==> src/pkg/alrm_pkg.sv <==
// shared constants, register map and types for the alarm and relay block
package alrm_pkg;
  localparam int NUM_IN = 4;
  localparam int NUM_RLY = 2;
  localparam int RD_W = 32;
  // readings and setpoints in units of 0.0001 K
  localparam logic [31:0] DEF_LOW_SP = 32'h0000_0000;
  localparam logic [31:0] DEF_HIGH_SP = 32'h0098_9680;
  localparam logic [31:0] DEF_DBAND = 32'h0000_2710;
  // flash half period in nanoseconds, converted to clock cycles
  localparam int FLASH_HALF_NS = 250000000;
  localparam int CLK_NS = 10;
  localparam int FLASH_HALF_CYC = FLASH_HALF_NS / CLK_NS;
  // register map, byte offsets; per-input block every 0x20
  localparam logic [11:0] OFF_IN_BASE = 12'h000;
  localparam logic [11:0] IN_STRIDE = 12'h020;
  localparam logic [4:0] SUB_CTRL = 5'h00;
  localparam logic [4:0] SUB_LOW = 5'h04;
  localparam logic [4:0] SUB_HIGH = 5'h08;
  localparam logic [4:0] SUB_DBAND = 5'h0c;
  localparam logic [4:0] SUB_READ = 5'h10;
  localparam logic [11:0] OFF_RLY1 = 12'h100;
  localparam logic [11:0] OFF_RLY2 = 12'h104;
  localparam logic [11:0] OFF_STATUS = 12'h108;
  localparam logic [11:0] OFF_CLEAR = 12'h10c;
  // input control fields
  localparam int CB_EN = 0;
  localparam int CB_VIS = 1;
  localparam int CB_AUD = 2;
  localparam int CB_LATCH = 3;
  localparam logic [3:0] DEF_CTRL = 4'h6;
  typedef enum logic [1:0] {ALRM_R_OFF, ALRM_R_ON, ALRM_R_ALARM} alrm_rmode_t;
  typedef enum logic [1:0] {ALRM_F_LOW, ALRM_F_HIGH, ALRM_F_BOTH} alrm_follow_t;
  typedef struct packed {
    alrm_follow_t follow;
    logic [1:0] sel;
    alrm_rmode_t mode;
  } alrm_rcfg_t;
  localparam alrm_rcfg_t DEF_RCFG = '{follow: ALRM_F_BOTH, sel: 2'h0, mode: ALRM_R_OFF};
  typedef struct packed {
    logic [31:0] low;
    logic [31:0] high;
    logic [31:0] dband;
    logic [3:0] ctrl;
  } alrm_icfg_t;
endpackage

==> src/core/alrm_eval.sv <==
// per-input high and low comparison with dead band and latching
`timescale 1ns/1ns
module alrm_eval (
  // clock and reset
  input wire logic hclk,
  input wire logic hresetn,
  // reading and settings
  input wire logic [31:0] reading,
  input wire alrm_pkg::alrm_icfg_t cfg,
  input wire logic clear_latch,
  // alarm states
  output logic high_act,
  output logic low_act
);
  logic high_reg;
  logic low_reg;
  logic high_next;
  logic low_next;
  wire logic en = cfg.ctrl[alrm_pkg::CB_EN];
  wire logic latch = cfg.ctrl[alrm_pkg::CB_LATCH];
  wire logic [32:0] high_rel = {1'b0, cfg.high} - {1'b0, cfg.dband};
  wire logic [32:0] low_rel = {1'b0, cfg.low} + {1'b0, cfg.dband};
  wire logic high_trip = reading > cfg.high;
  wire logic low_trip = reading < cfg.low;
  wire logic high_stay = high_rel[32] ? 1'b1 : ({1'b0, reading} > high_rel);
  wire logic low_stay = {1'b0, reading} < low_rel;
  // set wins over the reset-alarm command so a fresh trip is never lost
  assign high_next = !en ? 1'b0 :
    high_trip ? 1'b1 :
    (latch && !clear_latch) ? high_reg :
    (high_reg && high_stay);
  assign low_next = !en ? 1'b0 :
    low_trip ? 1'b1 :
    (latch && !clear_latch) ? low_reg :
    (low_reg && low_stay);
  always_ff @(posedge hclk or negedge hresetn) begin
    if (!hresetn) begin
      high_reg <= 1'b0;
      low_reg <= 1'b0;
    end else begin
      high_reg <= high_next;
      low_reg <= low_next;
    end
  end
  assign high_act = high_reg;
  assign low_act = low_reg;
endmodule

==> src/core/alrm_relay.sv <==
// alarm evaluation for four inputs, indicators and two relays behind AHB-Lite
//
// Register access over AHB-Lite and the address map were chosen for this implementation.
`timescale 1ns/1ns
module alrm_relay #(
  parameter int FLASH_HALF = alrm_pkg::FLASH_HALF_CYC
) (
  // clock and reset
  input wire logic hclk,
  input wire logic hresetn,
  // AHB-Lite slave
  input wire logic hsel,
  input wire logic [11:0] haddr,
  input wire logic [1:0] htrans,
  input wire logic hwrite,
  input wire logic [2:0] hsize,
  input wire logic [31:0] hwdata,
  input wire logic hready,
  output logic [31:0] hrdata,
  output logic hreadyout,
  output logic hresp,
  // operator and display
  input wire logic reset_alarm,
  input wire logic [1:0] shown_input,
  output logic show_alarm_msg,
  // front panel and relays
  output logic indicator,
  output logic beeper,
  output logic [1:0] relay_drive
);
  localparam int NI = alrm_pkg::NUM_IN;
  localparam int NR = alrm_pkg::NUM_RLY;
  localparam int FC_W = $clog2(FLASH_HALF + 1);

  alrm_pkg::alrm_icfg_t icfg_reg [NI];
  logic [31:0] reading_reg [NI];
  alrm_pkg::alrm_rcfg_t rcfg_reg [NR];
  logic [NI-1:0] high_act;
  logic [NI-1:0] low_act;
  logic [FC_W-1:0] flash_cnt_reg;
  logic flash_reg;
  logic ind_reg;
  logic beep_reg;
  logic [1:0] relay_reg;
  logic show_reg;
  logic clear_reg;
  logic rst_s1_reg;
  logic rst_s2_reg;
  logic [1:0] sh_s1_reg;
  logic [1:0] sh_s2_reg;

  // bus address phase capture
  logic wr_pend_reg;
  logic [11:0] addr_reg;
  logic [31:0] rdata_reg;
  wire logic take = hsel && hready && htrans[1];
  assign hreadyout = 1'b1;
  assign hresp = 1'b0;
  assign hrdata = rdata_reg;

  function automatic logic [2:0] in_index(input logic [11:0] a);
    // only the four input blocks decode; the gap below the relay words must not alias
    in_index = (a < 12'(alrm_pkg::NUM_IN * alrm_pkg::IN_STRIDE)) ? {1'b0, a[6:5]} : 3'h4;
  endfunction

  // pin synchronisers for operator inputs
  always_ff @(posedge hclk or negedge hresetn) begin
    if (!hresetn) begin
      rst_s1_reg <= 1'b0;
      rst_s2_reg <= 1'b0;
      sh_s1_reg <= 2'h0;
      sh_s2_reg <= 2'h0;
    end else begin
      rst_s1_reg <= reset_alarm;
      rst_s2_reg <= rst_s1_reg;
      sh_s1_reg <= shown_input;
      sh_s2_reg <= sh_s1_reg;
    end
  end

  wire logic [2:0] wr_idx = in_index(addr_reg);
  wire logic [4:0] wr_sub = addr_reg[4:0];
  wire logic wr_clear = wr_pend_reg && addr_reg == alrm_pkg::OFF_CLEAR;
  wire logic clear_cmd = rst_s2_reg || (wr_clear && hwdata[0]);

  always_ff @(posedge hclk or negedge hresetn) begin
    if (!hresetn) begin
      wr_pend_reg <= 1'b0;
      addr_reg <= 12'h000;
      clear_reg <= 1'b0;
    end else begin
      wr_pend_reg <= take && hwrite;
      if (take) begin
        addr_reg <= haddr;
      end
      clear_reg <= clear_cmd;
    end
  end

  // per-input settings and evaluation
  genvar gi;
  generate
    for (gi = 0; gi < NI; gi++) begin : g_in
      wire logic hit = wr_pend_reg && wr_idx == 3'(gi);
      always_ff @(posedge hclk or negedge hresetn) begin
        if (!hresetn) begin
          icfg_reg[gi] <= '{low: alrm_pkg::DEF_LOW_SP, high: alrm_pkg::DEF_HIGH_SP,
                            dband: alrm_pkg::DEF_DBAND, ctrl: alrm_pkg::DEF_CTRL};
          reading_reg[gi] <= 32'h0000_0000;
        end else if (hit) begin
          if (wr_sub == alrm_pkg::SUB_CTRL) begin
            icfg_reg[gi].ctrl <= hwdata[3:0];
          end else if (wr_sub == alrm_pkg::SUB_LOW) begin
            icfg_reg[gi].low <= hwdata;
          end else if (wr_sub == alrm_pkg::SUB_HIGH) begin
            icfg_reg[gi].high <= hwdata;
          end else if (wr_sub == alrm_pkg::SUB_DBAND) begin
            icfg_reg[gi].dband <= hwdata;
          end else if (wr_sub == alrm_pkg::SUB_READ) begin
            reading_reg[gi] <= hwdata;
          end
        end
      end
      alrm_eval u_eval (
        .hclk(hclk),
        .hresetn(hresetn),
        .reading(reading_reg[gi]),
        .cfg(icfg_reg[gi]),
        .clear_latch(clear_reg),
        .high_act(high_act[gi]),
        .low_act(low_act[gi])
      );
    end
  endgenerate

  // relay configuration and drive
  genvar gr;
  generate
    for (gr = 0; gr < NR; gr++) begin : g_rly
      wire logic [11:0] roff = (gr == 0) ? alrm_pkg::OFF_RLY1 : alrm_pkg::OFF_RLY2;
      wire logic hi = high_act[rcfg_reg[gr].sel];
      wire logic lo = low_act[rcfg_reg[gr].sel];
      wire logic fol = (rcfg_reg[gr].follow == alrm_pkg::ALRM_F_LOW) ? lo :
        (rcfg_reg[gr].follow == alrm_pkg::ALRM_F_HIGH) ? hi :
        (lo || hi);
      wire logic drv = (rcfg_reg[gr].mode == alrm_pkg::ALRM_R_ON) ? 1'b1 :
        (rcfg_reg[gr].mode == alrm_pkg::ALRM_R_ALARM) ? fol : 1'b0;
      always_ff @(posedge hclk or negedge hresetn) begin
        if (!hresetn) begin
          rcfg_reg[gr] <= alrm_pkg::DEF_RCFG;
          relay_reg[gr] <= 1'b0;
        end else begin
          if (wr_pend_reg && addr_reg == roff) begin
            rcfg_reg[gr] <= alrm_pkg::alrm_rcfg_t'(hwdata[5:0]);
          end
          relay_reg[gr] <= drv;
        end
      end
    end
  endgenerate
  assign relay_drive = relay_reg;

  // indicator, beeper and display alternation
  logic [NI-1:0] vis_en;
  logic [NI-1:0] aud_en;
  logic [NI-1:0] any_act;
  generate
    for (gi = 0; gi < NI; gi++) begin : g_opt
      assign vis_en[gi] = icfg_reg[gi].ctrl[alrm_pkg::CB_EN] && icfg_reg[gi].ctrl[alrm_pkg::CB_VIS];
      assign aud_en[gi] = icfg_reg[gi].ctrl[alrm_pkg::CB_EN] && icfg_reg[gi].ctrl[alrm_pkg::CB_AUD];
      assign any_act[gi] = high_act[gi] || low_act[gi];
    end
  endgenerate
  wire logic vis_active = |(vis_en & any_act);
  wire logic ind_next = vis_active ? flash_reg : |vis_en;
  wire logic beep_next = |(aud_en & any_act);
  // same flash phase as the indicator so message and panel blink together
  wire logic show_next = any_act[sh_s2_reg] && flash_reg;
  wire logic flash_wrap = flash_cnt_reg == FC_W'(FLASH_HALF - 1);

  always_ff @(posedge hclk or negedge hresetn) begin
    if (!hresetn) begin
      flash_cnt_reg <= '0;
      flash_reg <= 1'b0;
      ind_reg <= 1'b0;
      beep_reg <= 1'b0;
      show_reg <= 1'b0;
    end else begin
      flash_cnt_reg <= flash_wrap ? '0 : flash_cnt_reg + 1'b1;
      flash_reg <= flash_wrap ? !flash_reg : flash_reg;
      ind_reg <= ind_next;
      beep_reg <= beep_next;
      show_reg <= show_next;
    end
  end
  assign indicator = ind_reg;
  assign beeper = beep_reg;
  assign show_alarm_msg = show_reg;

  // read data, registered at the address phase
  logic [31:0] rd_val;
  wire logic [2:0] rd_idx = in_index(haddr);
  wire logic [4:0] rd_sub = haddr[4:0];
  always_comb begin
    rd_val = 32'h0000_0000;
    if (rd_idx < 3'h4) begin
      if (rd_sub == alrm_pkg::SUB_CTRL) begin
        rd_val = {28'h0000000, icfg_reg[rd_idx[1:0]].ctrl};
      end else if (rd_sub == alrm_pkg::SUB_LOW) begin
        rd_val = icfg_reg[rd_idx[1:0]].low;
      end else if (rd_sub == alrm_pkg::SUB_HIGH) begin
        rd_val = icfg_reg[rd_idx[1:0]].high;
      end else if (rd_sub == alrm_pkg::SUB_DBAND) begin
        rd_val = icfg_reg[rd_idx[1:0]].dband;
      end else if (rd_sub == alrm_pkg::SUB_READ) begin
        rd_val = reading_reg[rd_idx[1:0]];
      end
    end else if (haddr == alrm_pkg::OFF_RLY1) begin
      rd_val = {26'h0000000, rcfg_reg[0]};
    end else if (haddr == alrm_pkg::OFF_RLY2) begin
      rd_val = {26'h0000000, rcfg_reg[1]};
    end else if (haddr == alrm_pkg::OFF_STATUS) begin
      rd_val = {20'h00000, beep_reg, ind_reg, relay_reg, high_act, low_act};
    end
  end
  always_ff @(posedge hclk or negedge hresetn) begin
    if (!hresetn) begin
      rdata_reg <= 32'h0000_0000;
    end else if (take && !hwrite) begin
      rdata_reg <= rd_val;
    end
  end
endmodule

==> config.mk <==
export PLATFORM = sky130hd
export DESIGN_NAME = alrm_relay
export DESIGN_NICKNAME = d
export VERILOG_FILES = /design/src/pkg/alrm_pkg.sv /design/src/core/alrm_eval.sv /design/src/core/alrm_relay.sv
export SDC_FILE = /design/constraint.sdc
export NUM_CORES = 2
export LEC_CHECK = 0
export BUFFER_PORTS_ARGS = -buffer_cell sky130_fd_sc_hd__buf_2
export CORE_MARGIN = 5
export CORE_UTILIZATION = 62
export CTS_CLUSTER_SIZE = 28
export DETAILED_ROUTE_END_ITERATION = 12
export PLACE_DENSITY = 0.79
export SYNTH_ARGS = -nofsm -noshare
export SYNTH_HDL_FRONTEND = slang
export SYNTH_SLANG_ARGS = --single-unit
==> constraint.sdc <==
create_clock -name hclk -period 5.8 [get_ports hclk]
set_input_delay 0.87 -clock hclk [delete_from_list [all_inputs] [get_ports hclk]]
set_output_delay 0.87 -clock hclk [all_outputs]
set_load 0.01 [all_outputs]
==> reports/metrics.yaml <==
status:
  status: "complete, no violations"
sta:
  period_needed_ns: 5.46
  tightestPinTransition_ns: 1.18
  fmax_mhz: 183
  period_share: 0.941
  worst_clock_skew_ns: 0.0275
  maxSlewViolCount: 0
  rsz0062_at_grt: "no"
  max-slew-margin-rel: 0.213
  setup_viol: 0
  finalSetupTns_ns: 0
  finalHoldViolCount: 0
layout:
  synthToLayoutAreaGrowth_pct: 7.24
  fin_nets: 6522
  drive_above_1_share: 0.139
  fin_area_um2: 56300
  largest_register_ffs: 400
placed_design:
  portBuffers: 89
  placed_cell_area_um2: 54000
  hpwl_um: 133000
  place.gp.congestion: 1.02
global_route:
  grt_max_degree: 139
  antenna_found_initial: 3
  grt_first_pass_wirelength_um: 257000
  grt_overflow: 0
  grt_pass1_vias: 43869
  met3_usage: 0.0723
  use_met2: 0.551
  grt.busiest_layer: "met2"
  gr-usage-met1: 0.526
  track_usage: 0.365
cts:
  cts_tree: "yes"
  cts_sinks: 631
  clk_latency_ns: 0.63
  cts_root_buf: "clkbuf_16"
  cts.repair.resized: 0
  post_cts_buffers: 0
  clk_pin_slew_worst_paths_ns: 0.07
  cts_htree_levels: 3
  cts_hold_buf: 0
  cts_buffer_depth: 3
  cts_buffers: 72
setup_path:
  startpoint: "icfg_reg[204]"
  worstReg2RegStart: "icfg_reg[204]"
  r2r_cells: 21
  cp.arrival_ns: 5.98
  crit_type: "register to register"
  worst-path-max-fanout: 4
  critical_path_required_ns: 6.33
  rr_endpoint: "g_in[1].u_eval.low_act"
  worstSetupStartpointType: "register"
  reg2reg_slack_ns: 0.34
  worst_setup_path_end_kind: "register"
drt:
  vias: 45298
  routedWlPerCell_um: 24.5
  drtPass1Iterations: 8
  drc: 0
  initialDrtViolationCount: 5028
  ant_nets: 0
  drt_wl_total_um: 169000
  routed_via_density: 6.58
logic_synthesis:
  synth.yosys.seq_area_share: 0.302
  avgSynthCellArea_um2: 9.20
  syn_inst: 5711
  synth-edff-count: 0
  synth-main-ff-cell: "dfrtp_1"
  syn_area_um2: 52500
  syn_nets: 6537
  ys_seq_elements: 631
  synth_area_leaders: "dfrtp_1, ha_1, mux2_2, nand2_1, o21ai_0"
  synth_top_area_share: 0.271
  yosys_warnings: 0
  async_flop_share: 1.00
  synth_top_area_cell: "dfrtp_1"
  synth_cell_types: 82
die:
  io-pin-count: 96
  fp.dieH_um: 301
  core_area_um2: 83800
  die_x_um: 301
  row_count: 106
  die_area_um2: 90700
  initial_utilization: 0.627
power_and_ir_drop:
  peakVddDrop_uv: 284
  p_leak_nw: 29.0
  p_per_area_nw_per_um2: 216
  p_total_w: 0.0122
job:
  maxCapViolCount: 0
min_path:
  hold_path.class: "input port to async pin"
[per-layer routing]
layer	vias to the layer above	share of wire
li1	20766	-
met1	22211	0.43
met2	1997	0.43
met3	322	0.11
met4	2	0.041
met5	-	0.000077
[cell families after synthesis]
kind of cell	Yosys count	synth area share
AND/OR/NAND/NOR	1398	0.126
adder cells (fa/ha/maj)	769	0.184
XOR/XNOR	234	0.0390
buffers and inverters	683	0.0500
multiplexers	513	0.110
AO/OA/AOI/OAI	1481	0.189
other	2	0.000143
flip-flops	631	0.302
[how the worst max path moves through the flow]
stage,cells past startpoint,endpoint,slack [ns]
after detailed placement,21,g_in[1].u_eval.low_act,0.50
after CTS,21,g_in[1].u_eval.low_act,0.43
after global placement,21,g_in[1].u_eval.low_act,0.55
after floorplan,21,g_in[1].u_eval.low_act,1.33
after global routing,20,g_in[1].u_eval.low_act,0.04
final,21,g_in[1].u_eval.low_act,0.34
[power breakdown]
part           internal, W  switching [W]  total, W
Sequential         0.00458       0.000280   0.00486
Clock              0.00269        0.00195   0.00464
Combinational      0.00109        0.00159   0.00268
[cell usage in the layout (no fill, tap or decap), drive strengths merged, types with 41 or more instances in the layout]
cell	count
dfstp	62
nor2b	102
mux2i	54
mux2	455
a311oi	91
ha	761
o211a	89
nand2b	64
clkbuf	101
nand4	111
nand3	93
a21o	231
nand2	599
buf	131
a21oi	317
nor3	64
dfrtp	569
inv	468
nor2	199
nor4	43
xor2	134
a211oi	103
o21a	41
o21ai	368
xnor2	100
[Yosys cell counts, types with 54 or more instances]
library cell,n
ha_1,761
nand2_1,598
dfrtp_1,569
inv_1,463
mux2_2,455
o21ai_0,348
a21oi_1,317
a21o_1,231
nor2_1,199
clkbuf_1,139
xor2_1,134
nand4_1,111
a211oi_1,102
nor2b_1,102
xnor2_1,100
nand3_1,93
a311oi_1,90
o211a_1,89
nand2b_1,64
nor3_1,63
dfstp_2,62
mux2i_1,54
[final cells by class]
| type | instances | area (um2) |
|---|---|---|
| multi-input cells | 4397 | 34100 |
| fillers | 6820 | 27500 |
| flip-flops and latches | 631 | 15900 |
| clock buffers | 101 | 2070 |
| inverters | 463 | 1740 |
| well taps | 1134 | 1420 |
| repair buffers | 131 | 840 |
| clock inverters | 30 | 295 |
| diodes | 2 | 5.00 |
[worst max-delay path, cell delays in order, from the launching register on]
cell and delay [ns]:
dfrtp_1 0.42, ha_1 0.24, fa_1 0.42, a21o_1 0.20
a21oi_1 0.27, o21ai_0 0.12, a21o_1 0.24, o41ai_4 0.36
o211ai_1 0.32, a31oi_1 0.41, o21bai_1 0.11, a21oi_1 0.18
xor2_1 0.18, ha_1 0.27, and4_1 0.17, nor3b_1 0.16
a221o_1 0.29, a21oi_1 0.11, o21ai_0 0.11, a2111oi_0 0.44
o311ai_0 0.20, o21ai_0 0.14
[metrics by stage]
stage	hold WS, ns	std cells	utilization	setup slack, ns
after floorplan	0.331	5711	-	1.33
after global placement	0.334	6756	0.644	0.555
after detailed placement	0.337	6756	0.644	0.496
after CTS	0.209	6887	0.672	0.430
after global routing	0.253	6887	0.672	0.0405
final	0.193	6889	0.672	0.345
No activity file was read; power rests on OpenSTA's default activity.
